File: src/pm_wake_cfg.svh
// constants for the power-state and wake control block
`ifndef PM_WAKE_CFG_SVH
`define PM_WAKE_CFG_SVH

// configuration-space offsets, relative to the capability pointer
`define PM_CAP_OFS        8'h02
`define PM_CTRL_OFS       8'h04
`define PM_DATA_OFS       8'h06

// windowed i/o location of the wake event register
`define EVT_WINDOW        3'h7
`define EVT_OFFSET        4'hc

// reset values
`define PM_CAP_RESET      16'h7601
`define PM_CTRL_RESET     16'h0000
`define EVT_RESET         16'h0000

// capability field positions
`define CAP_STATES_HI     15
`define CAP_STATES_LO     11

// control field positions
`define CTRL_STATE_HI     1
`define CTRL_STATE_LO     0
`define CTRL_PME_EN       8
`define CTRL_SEL_HI       12
`define CTRL_SEL_LO       9
`define CTRL_SCALE_HI     14
`define CTRL_SCALE_LO     13
`define CTRL_PME_STAT     15

// consumption multiplier always reads this code (0.01 watt steps)
`define SCALE_CODE        2'b10

// event register field positions
`define EVT_EN_HI         2
`define EVT_EN_LO         0
`define EVT_SEEN_HI       6
`define EVT_SEEN_LO       4

`endif

File: src/pm_wake_pkg.sv
// types shared by the power-state and wake control block
package pm_wake_pkg;

    // device sleep levels held in the control register
    typedef enum logic [1:0]
    {
        LEVEL_D0,
        LEVEL_D1,
        LEVEL_D2,
        LEVEL_D3
    } sleep_level_t;

    // one bit per wake source: pattern, magic, link
    typedef logic [2:0] wake_src_t;

endpackage : pm_wake_pkg

File: src/pm_wake_if.sv
// carrier between the control top and the wake event unit
`timescale 1ns/1ps

interface pm_wake_if;
    logic                   io_wr;      // accepted write to event reg
    logic                   io_rd;      // accepted read of event reg
    logic [15:0]            io_wdata;   // write data
    logic [15:0]            io_rdata;   // current event reg image
    pm_wake_pkg::wake_src_t seen_pulse; // raw source pulses
    logic                   lv_clear;   // low-voltage reset pulse
    logic                   wake_hit;   // an enabled source fired

    modport ctl
    (
        output io_wr, io_rd, io_wdata, seen_pulse, lv_clear,
        input  io_rdata, wake_hit
    );

    modport unit
    (
        input  io_wr, io_rd, io_wdata, seen_pulse, lv_clear,
        output io_rdata, wake_hit
    );
endinterface : pm_wake_if

File: src/pm_wake_ctrl.sv
// power-state control, capability and wake reporting top
//
// Contract
// - top capability bit reports wake from unpowered D3
// - wake-capable states loaded from eeprom after reset
// - control register 16 bits, resets to zero
// - two-bit field selects and reports sleep level
// - nonzero level blocks i/o, memory, bus master
// - control enable bit allows wake reporting on pin
// - selector picks consumption value, 8-15 unsupported
// - multiplier field always reads binary 10
// - wake status sets regardless of reporting enable
// - write one clears wake status, zero ignored
// - event register cleared by low-voltage reset
// - all source allows gated by reporting enable; the code applies allows without it, and the enable gates only the pin
// - seen flag masked by its own allow bit
// - any event register read in D0 clears seen flags
// - bit 0 allows pattern-frame wake
// - bit 1 allows magic-frame wake
// - bit 2 allows link-change wake
// - bit 4 flags pattern frame seen
// - bit 5 flags magic frame seen
// - bit 6 flags link change seen
`timescale 1ns/1ps
`include "pm_wake_cfg.svh"

module pm_wake_ctrl
#(
    parameter logic [7:0] DRAW_D0 = 8'h00, // consumption in D0
    parameter logic [7:0] DRAW_D1 = 8'h00, // consumption in D1
    parameter logic [7:0] DRAW_D2 = 8'h00, // consumption in D2
    parameter logic [7:0] DRAW_D3 = 8'h00  // consumption in D3
)
(
    input  wire logic        clock_i,
    input  wire logic        rst_b_i,
    // configuration-space access, offset from capability pointer
    input  wire logic [7:0]  cfg_offset_i,
    input  wire logic        cfg_wr_i,
    input  wire logic        cfg_rd_i,
    input  wire logic [15:0] cfg_wdata_i,
    output logic      [15:0] cfg_rdata_o,
    output logic             cfg_rvalid_o,
    // windowed i/o access
    input  wire logic [2:0]  io_window_i,
    input  wire logic [3:0]  io_offset_i,
    input  wire logic        io_wr_i,
    input  wire logic        io_rd_i,
    input  wire logic [15:0] io_wdata_i,
    output logic      [15:0] io_rdata_o,
    output logic             io_rvalid_o,
    // eeprom load of the wake-capable states field
    input  wire logic        eeprom_valid_i,
    input  wire logic [4:0]  eeprom_wake_states_i,
    // low-voltage reset pulse
    input  wire logic        low_voltage_reset_i,
    // wake sources from the receive side
    input  wire logic        pattern_frame_seen_i,
    input  wire logic        magic_frame_seen_i,
    input  wire logic        link_change_seen_i,
    // blocking towards the rest of the adapter
    output logic             io_mem_block_o,
    output logic             bus_master_block_o,
    // power data value selected by the control register
    output logic      [7:0]  power_draw_data_o,
    // open-drain wake pin, active low
    output logic             pme_n_out_o,
    output logic             pme_n_oe_o
);

    ////////////////////////////////////////////////////////////////////
    // functions

    // consumption value for a selector code; unsupported gives zero
    function automatic logic [7:0] draw_lookup
    (
        input logic [3:0] sel
    );
        logic [7:0] val;
        val = 8'h00;
        if (!sel[3])
        begin
            case (sel[1:0])
                2'h0:    val = DRAW_D0;
                2'h1:    val = DRAW_D1;
                2'h2:    val = DRAW_D2;
                2'h3:    val = DRAW_D3;
                default: val = 8'h00;
            endcase
        end
        return val;
    endfunction : draw_lookup

    ////////////////////////////////////////////////////////////////////
    // declarations

    pm_wake_pkg::sleep_level_t level_q;   // current sleep level
    pm_wake_pkg::sleep_level_t level_d;
    logic        report_q;                // wake_report_allow
    logic        report_d;
    logic [3:0]  selector_q;              // consumption_selector
    logic [3:0]  selector_d;
    logic        occurred_q;              // wake_occurred_flag
    logic        occurred_d;
    logic [4:0]  states_q;                // wake_capable_states
    logic [4:0]  states_d;
    logic [15:0] cfg_rdata_q;             // config read data
    logic [15:0] cfg_rdata_d;
    logic        cfg_rvalid_q;
    logic        cfg_rvalid_d;
    logic [15:0] io_rdata_q;              // i/o read data
    logic [15:0] io_rdata_d;
    logic        io_rvalid_q;
    logic        io_rvalid_d;
    logic [7:0]  draw_q;                  // power_draw_data
    logic [7:0]  draw_d;
    logic        pme_q;                   // wake pin drive
    logic        pme_d;
    logic        awake;                   // level is D0
    logic        io_hit;                  // accepted i/o decode
    logic        cap_sel;                 // config decodes
    logic        ctrl_sel;
    logic        data_sel;
    logic [15:0] cap_image;               // capability read image
    logic [15:0] ctrl_image;              // control read image

    pm_wake_if evt ();                    // link to the event unit

    ////////////////////////////////////////////////////////////////////
    // decode

    // nonzero level: i/o cycles are ignored entirely
    assign awake    = (level_q == pm_wake_pkg::LEVEL_D0);
    assign io_hit   = awake
                    && (io_window_i == `EVT_WINDOW)
                    && (io_offset_i == `EVT_OFFSET);
    assign cap_sel  = (cfg_offset_i == `PM_CAP_OFS);
    assign ctrl_sel = (cfg_offset_i == `PM_CTRL_OFS);
    assign data_sel = (cfg_offset_i == `PM_DATA_OFS);

    // capability: version and support bits fixed, states loaded
    always_comb
    begin
        cap_image = `PM_CAP_RESET;
        // bit 15 is the unpowered-D3 wake ability
        cap_image[`CAP_STATES_HI:`CAP_STATES_LO] = states_q;
    end

    // control image; bits 7:2 read zero, multiplier is constant
    always_comb
    begin
        ctrl_image = 16'h0000;
        ctrl_image[`CTRL_STATE_HI:`CTRL_STATE_LO] = level_q;
        ctrl_image[`CTRL_PME_EN] = report_q;
        ctrl_image[`CTRL_SEL_HI:`CTRL_SEL_LO] = selector_q;
        ctrl_image[`CTRL_SCALE_HI:`CTRL_SCALE_LO] = `SCALE_CODE;
        ctrl_image[`CTRL_PME_STAT] = occurred_q;
    end

    ////////////////////////////////////////////////////////////////////
    // event unit hookup

    assign evt.io_wr      = io_wr_i && io_hit;
    assign evt.io_rd      = io_rd_i && io_hit;
    assign evt.io_wdata   = io_wdata_i;
    assign evt.lv_clear   = low_voltage_reset_i;
    assign evt.seen_pulse = {link_change_seen_i,
                             magic_frame_seen_i,
                             pattern_frame_seen_i};

    wake_event_unit u_event
    (
        .clock_i (clock_i),
        .rst_b_i (rst_b_i),
        .bus     (evt.unit)
    );

    ////////////////////////////////////////////////////////////////////
    // control and capability next state
    always_comb
    begin
        level_d    = level_q;
        report_d   = report_q;
        selector_d = selector_q;
        occurred_d = occurred_q;
        states_d   = states_q;
        // field comes from eeprom, not a fixed value
        if (eeprom_valid_i)
        begin
            states_d = eeprom_wake_states_i;
        end
        // control register writes always land, whatever the level
        if (cfg_wr_i && ctrl_sel)
        begin
            level_d  = pm_wake_pkg::sleep_level_t'(
                cfg_wdata_i[`CTRL_STATE_HI:`CTRL_STATE_LO]);
            report_d = cfg_wdata_i[`CTRL_PME_EN];
            // all 16 codes stored; 8-15 just report zero data
            selector_d = cfg_wdata_i[`CTRL_SEL_HI:`CTRL_SEL_LO];
            // write one clears, write zero leaves it alone
            if (cfg_wdata_i[`CTRL_PME_STAT])
            begin
                occurred_d = 1'b0;
            end
        end
        // a wake in the clearing cycle wins over the clear
        if (evt.wake_hit)
        begin
            occurred_d = 1'b1;
        end
    end

    // control and capability registers
    always_ff @(posedge clock_i or negedge rst_b_i)
    begin
        if (!rst_b_i)
        begin
            level_q    <= pm_wake_pkg::LEVEL_D0;
            report_q   <= 1'b0;
            selector_q <= 4'h0;
            occurred_q <= 1'b0;
            states_q   <= 5'(`PM_CAP_RESET >> `CAP_STATES_LO);
        end
        else
        begin
            level_q    <= level_d;
            report_q   <= report_d;
            selector_q <= selector_d;
            occurred_q <= occurred_d;
            states_q   <= states_d;
        end
    end

    ////////////////////////////////////////////////////////////////////
    // read data, power data and wake pin next state
    always_comb
    begin
        cfg_rdata_d  = cfg_rdata_q;
        cfg_rvalid_d = cfg_rd_i;
        io_rdata_d   = io_rdata_q;
        io_rvalid_d  = io_rd_i && io_hit;
        // reads show the value before any same-cycle update
        if (cfg_rd_i)
        begin
            if (cap_sel)
            begin
                cfg_rdata_d = cap_image;
            end
            else if (ctrl_sel)
            begin
                cfg_rdata_d = ctrl_image;
            end
            else if (data_sel)
            begin
                cfg_rdata_d = {8'h00, draw_q};
            end
            else
            begin
                // unmapped offsets read as zero
                cfg_rdata_d = 16'h0000;
            end
        end
        // ignored while asleep: no data, no valid
        if (io_rd_i && io_hit)
        begin
            io_rdata_d = evt.io_rdata;
        end
        draw_d = draw_lookup(selector_d);
        // pin only when reporting allowed; held until cleared
        pme_d  = report_d && occurred_d;
    end

    // read data, power data and wake pin registers
    always_ff @(posedge clock_i or negedge rst_b_i)
    begin
        if (!rst_b_i)
        begin
            cfg_rdata_q  <= 16'h0000;
            cfg_rvalid_q <= 1'b0;
            io_rdata_q   <= 16'h0000;
            io_rvalid_q  <= 1'b0;
            draw_q       <= 8'h00;
            pme_q        <= 1'b0;
        end
        else
        begin
            cfg_rdata_q  <= cfg_rdata_d;
            cfg_rvalid_q <= cfg_rvalid_d;
            io_rdata_q   <= io_rdata_d;
            io_rvalid_q  <= io_rvalid_d;
            draw_q       <= draw_d;
            pme_q        <= pme_d;
        end
    end

    ////////////////////////////////////////////////////////////////////
    // outputs

    assign cfg_rdata_o        = cfg_rdata_q;
    assign cfg_rvalid_o       = cfg_rvalid_q;
    assign io_rdata_o         = io_rdata_q;
    assign io_rvalid_o        = io_rvalid_q;
    assign power_draw_data_o  = draw_q;
    // any sleep level stops target and master traffic
    assign io_mem_block_o     = !awake;
    assign bus_master_block_o = !awake;
    // open drain: only ever pulls low
    assign pme_n_out_o        = 1'b0;
    assign pme_n_oe_o         = pme_q;

endmodule : pm_wake_ctrl

File: src/wake_event_unit.sv
// wake event register: per-source enables and sticky seen flags
`timescale 1ns/1ps
`include "pm_wake_cfg.svh"

module wake_event_unit
(
    input  wire logic   clock_i,
    input  wire logic   rst_b_i,
    pm_wake_if.unit     bus
);

    pm_wake_pkg::wake_src_t allow_q;   // pattern/magic/link allows
    pm_wake_pkg::wake_src_t allow_d;
    pm_wake_pkg::wake_src_t seen_q;    // sticky seen flags
    pm_wake_pkg::wake_src_t seen_d;
    pm_wake_pkg::wake_src_t hit;       // masked source pulses

    ////////////////////////////////////////////////////////////////////
    // next-state logic
    always_comb
    begin
        // a source only counts when its own allow bit is set
        hit     = bus.seen_pulse & allow_q;
        allow_d = allow_q;
        seen_d  = seen_q;
        if (bus.lv_clear)
        begin
            // low-voltage reset wipes the whole register
            allow_d = '0;
            seen_d  = '0;
        end
        else
        begin
            if (bus.io_wr)
            begin
                // bit 0 pattern, bit 1 magic, bit 2 link
                allow_d = bus.io_wdata[`EVT_EN_HI:`EVT_EN_LO];
            end
            // read clears, but a new hit in the same cycle survives
            if (bus.io_rd)
            begin
                seen_d = '0;
            end
            seen_d = seen_d | hit;
        end
    end

    ////////////////////////////////////////////////////////////////////
    // state registers
    always_ff @(posedge clock_i or negedge rst_b_i)
    begin
        if (!rst_b_i)
        begin
            allow_q <= '0;
            seen_q  <= '0;
        end
        else
        begin
            allow_q <= allow_d;
            seen_q  <= seen_d;
        end
    end

    // register image; bit 3 and bits 15:7 read as zero
    assign bus.io_rdata = {9'h0_00, seen_q, 1'b0, allow_q};
    assign bus.wake_hit = |hit;

endmodule : wake_event_unit
File: config.mk
export PLATFORM = sky130hd
export DESIGN_NAME = pm_wake_ctrl
export DESIGN_NICKNAME = d
export VERILOG_FILES = /design/src/pm_wake_pkg.sv /design/src/pm_wake_if.sv /design/src/pm_wake_ctrl.sv /design/src/wake_event_unit.sv
export VERILOG_INCLUDE_DIRS = /design/src
export SDC_FILE = /design/constraint.sdc
export NUM_CORES = 1
export LEC_CHECK = 0
export BUFFER_PORTS_ARGS = -buffer_cell sky130_fd_sc_hd__buf_2
export CORE_MARGIN = 2
export CORE_UTILIZATION = 46
export DETAILED_ROUTE_END_ITERATION = 16
export PLACE_DENSITY_LB_ADDON = 0.08
export SYNTH_ARGS = -nofsm -noshare
export SYNTH_HDL_FRONTEND = slang
export SYNTH_SLANG_ARGS = --single-unit
export TNS_END_PERCENT = 10
File: constraint.sdc
create_clock -name clock_i -period 3.1 [get_ports clock_i]
set_input_delay 0.465 -clock clock_i [delete_from_list [all_inputs] [get_ports clock_i]]
set_output_delay 0.465 -clock clock_i [all_outputs]
set_load 0.005 [all_outputs]
==> After elaboration in Yosys (flattened, before gate mapping) <==
Cells that the tools add are included.
{ "classes": {"eq_ne": 8, "bitwise": 2, "n_reduce_logical": 12, "muxes": 15} }
{ "ops": {"columns": ["cell", "count"], "rows": [
  ["two-way mux 16 bit", 2],
  ["two-way mux 8 bit", 3],
  ["equality test 8 x 3 -> 1 bit (second input constant)", 2],
  ["two-way mux 3 bit", 5],
  ["equality test 8 x 2 -> 1 bit (second input constant)", 1],
  ["logical AND 1 bit", 6],
  ["equality test 2 bit (second input constant)", 2],
  ["equality test 4 bit (second input constant)", 1],
  ["zero test 2 bit", 2],
  ["two-way mux 1 bit", 4],
  ["two-way mux 4 bit", 1],
  ["OR reduction 4 bit", 1],
  ["bitwise AND 3 bit", 1],
  ["equality test 3 bit (second input constant)", 1],
  ["OR 3 bit", 1],
  ["OR reduction 3 bit", 1],
  ["equality test 2 x 1 -> 1 bit (second input constant)", 1],
  ["nonzero test 2 bit", 1],
  ["zero test 1 bit", 1]
]} }
{ "word_totals": {"output_inout_bits": 46, "reg_bits": 52, "wordCells": 51, "inputBits": 63} }

==> Depth between registers and ports, before layout <==
{ "depth": {"depth_word": 8, "depth_mapped": 4, "mapped_depth_nobuf": 3} }

==> Hierarchy <==
Synthesis repeated with hierarchy kept, for this count alone.
{ "unflattened": {"hier_cells": 181, "area_unflattened_um2": 2207.1} }
{ "by_module_without_submodules": {"columns": ["module", "area_each_um2", "n_inst", "cells_each", "seq_area_each_um2"], "rows": [
  ["pm_wake_ctrl", 1886.8, 1, 148, 1054.8],
  ["wake_event_unit", 320.3, 1, 33, 150.1]
]} }

==> Worst setup path after synthesis <==
No wires, ideal clock.
{ "synth_timing": {"kind": "input to register", "startpoint": "input port cfg_offset_i[0]", "endpoint": "register level_q[0]", "arrival_time_ns": 1.419, "required_time_ns": 2.975, "path_buffers": 1, "slack_ns": 1.556, "setup_time_ns": 0.125, "path_stages": 4, "path_cell_list": "nor4_4 > and3_1 > buf_6 > mux2_2"} }
{ "synth_via": {"elab_chain_len": 2} }
{ "synth_lines": {"columns": ["element", "line_no", "text"], "rows": [
  ["start, declared", "pm_wake_ctrl.sv:38", "input wire logic [7:0] cfg_offset_i,"],
  ["equality test 8 x 3 -> 1 bit (no line)", null, null],
  ["logical AND 1 bit", "pm_wake_ctrl.sv:193", "if (cfg_wr_i && ctrl_sel)"],
  ["end signal, assigned", "pm_wake_ctrl.sv:218", "level_q <= pm_wake_pkg::LEVEL_D0;"],
  ["end signal, assigned", "pm_wake_ctrl.sv:226", "level_q <= level_d;"],
  ["end, declared", "pm_wake_ctrl.sv:97", "pm_wake_pkg::sleep_level_t level_q;"]
]} }
No other way between the ends.
A chain may end at the register's enable or synchronous reset.

==> Final worst setup path <==
{ "layout_timing": {"startpoint": "input port cfg_offset_i[1]", "endpoint": "register level_q[0]"} }
The elaborated chain is that of the path after synthesis.

==> metrics <==
Power Density=466 nW/um^2; post-route setup TNS=0 ps; commonest non-fill, non-tap cell in the layout=buf_2; CP Buf/Inv Count=1; most frequent cells in the layout=buf_2, dfrtp_1, conb_1; ys flop type=dfrtp_1; row count=22; Reg2Reg Depth=3; CTS Buf Count=5; Synth top area share=48.3%; dpl cell area=2060 sq um; Peak VDD IR=0.279 mV; Clock Tree Root=clkbuf_8; Avg Inst Size Synth=12.2 sq um; Max Used Layer=met4; number of synthesized flops with an enable pin=0; minimum clock period after layout=1600 ps; status=finished clean; largest net degree at the start of global routing=39; vias=1275; Gate Count Post-Synth=149; vias per cell=4.89; Total Wirelength=3460 um; worst path required time=3270 ps; CP arrival=1770 ps; worst setup path startpoint=cfg_offset_i[1]; Inserted Diodes=0; R2R Setup Slk=1650 ps; fin area=2160 sq um; Max Fclk=626 MHz; Worst setup EP type=flip-flop; Met1 Wirelength=1330 um; RePlAce Congestion=0.732; Slew Viols, Final=0; Crit Path Max Fanout=9; # IOs=109; CP Cell Sequence=buf_2 > nor4b_2 > and3_1 > mux2_2; top post-synthesis cells by area=dfrtp_1, mux2_2, buf_4, dfstp_2, nand2b_1; Distinct cells, synth=30; global-route wire length before repair=5590 um; routed wl met3=271 um; drt first pass iters=5; Mapped Area=1810 sq um; grt ovf=0; vias in the first global route=1287; Layout area overhead=19.3%; sequential area share after synthesis=52.7%; Initial Util=48.8%; core footprint=3720 sq um; post-CTS sizing=0; final setup fails=0; post-DP HPWL=2790 um; Die ar.=4460 sq um; Lkg Pwr=1.14 nW; metal2 WL=1840 um; WL per Instance=13.3 um; Routed Antenna Nets=0; Post-CTS Setup Bufs=0; Crit Reg-Reg Startpoint=level_q[1]$_DFFE_PN0N_; asr flop ratio synth=100%; Die Wd=66.8 um; flops & latches, synth=38; cts hold-fix bufs=0; Crit path largest cell delay=440 ps; Die Span Y=66.8 um; Critical R2R Capture=io_rdata_o[2]$_DFFE_PN0P_; Syn. warnings=0; Hold Slack=262 ps; Worst Tran Pin Value=807 ps; Worst-path clk slew=70 ps; Slew HR=46.2%; antenna violations before repair=0; share of post-route cells with drive strength above 1=44.1%; critical path's top delay family=simple AND/OR/NAND/NOR gates; Tcrit/Tclk final=51.5%; Clock Skew=2.62 ps; TritonCTS clock tree=done; Hold Vio Cnt, Final=0; crit path to=level_q[0]$_DFFE_PN0N_; critical path class=primary input to flip-flop; Port Buffers=62; CTS Sinks=38; min-delay worst type=primary input to asynchronous set/reset pin; # Max-Cap Violations=0; fin nets=275; GRT Total Usage=17.0%; H-tree levels=2; RSZ-0062 raised after global routing=no; initial DRC count=56; Crit-path slowest cell=and3_1; worst skew pair latency=290 ps; area leader, netlist=dfrtp_1; drc violations=0; Final Power=0.00101 W; clk buf depth=2; Critical Path Source Type=primary input; CP Depth=4
==> registers in the layout, summed over array words and instances (netlist names) <==
name / flops
selector_q: 4
occurred_q: 1
pme_n_oe_o: 1
report_q: 1
io_rvalid_o: 1
u_event.seen_q: 3
io_rdata_o: 6
cfg_rdata_o: 10
cfg_rvalid_o: 1
states_q: 5
u_event.allow_q: 3
level_q: 2
==> metrics by stage <==
stage / util [%] / instances / setup WS [ps]
after floorplan: - / 173 / 1560
final: 58.2 / 261 / 1500
after global routing: 58.2 / 261 / 1400
after global placement: 55.3 / 253 / 1190
after detailed placement: 55.3 / 253 / 1180
after CTS: 58.2 / 261 / 1490
==> worst min path at each step <==
stage	endpoint	slack [ps]	start	depth (start not counted)
3_3_place_gp	cfg_rdata_o[14]$_DFFE_PN0P_	460	cfg_rdata_o[14]$_DFFE_PN0P_	2
5_1_grt	states_q[4]$_DFFE_PN0P_	330	rst_b_i	1
4_1_cts	cfg_rdata_o[14]$_DFFE_PN0P_	300	rst_b_i	1
2_1_floorplan	cfg_rdata_o[0]$_DFFE_PN0P_	170	rst_b_i	0
6_report	cfg_rdata_o[9]$_DFFE_PN0P_	260	rst_b_i	1
3_5_place_dp	cfg_rdata_o[9]$_DFFE_PN0P_	470	cfg_rdata_o[9]$_DFFE_PN0P_	2
==> power breakdown <==
part | internal (W) | switching [W]
Clock | 0.000241 | 0.000162
Combinational | 0.0000385 | 0.0000456
Sequential | 0.000513 | 0.00000853
Total | 0.000792 | 0.000216
==> cell usage after synthesis, drive strengths merged (2+ instances only) <==
| cell type | n |
|---|---|
| clkbuf | 3 |
| a31oi | 2 |
| and3 | 2 |
| a22o | 3 |
| and4 | 4 |
| nor2b | 6 |
| mux2 | 18 |
| buf | 27 |
| a221o | 3 |
| nand2b | 9 |
| o31ai | 4 |
| dfrtp | 35 |
| a21oi | 4 |
| o22ai | 3 |
| dfstp | 3 |
| nand2 | 8 |
| mux2i | 3 |
| nor2 | 2 |
| inv | 2 |
==> kinds of logic (layout without fill, tap and decap cells) <==
group	after synthesis	in the layout	share of synthesized area [%]
DFF	38	38	52.7
and+or+nand+nor	35	35	12.8
buffers and inverters	32	72	12.4
AOI/OAI and AO/OA	22	22	9.11
muxes	21	21	12.8
other	1	25	0.207
==> area by class of cell <==
| type | instances | area (sq um) |
|---|---|---|
| fill | 330 | 1550 |
| sequential | 38 | 955 |
| multi-input combinational | 103 | 723 |
| timing repair buffer | 62 | 310 |
| clock buffer | 7 | 76.3 |
| tap | 48 | 60.1 |
| clock inverter | 1 | 30.0 |
| inverter | 2 | 7.51 |
==> routing by layer <==
layer | track usage (%) | vias to the layer above
met5 | 0 | -
met4 | 4.59 | 0
met3 | 5.07 | 3
met2 | 30.6 | 55
met1 | 19.5 | 616
li1 | - | 601
(Power assumes the default switching activity.)
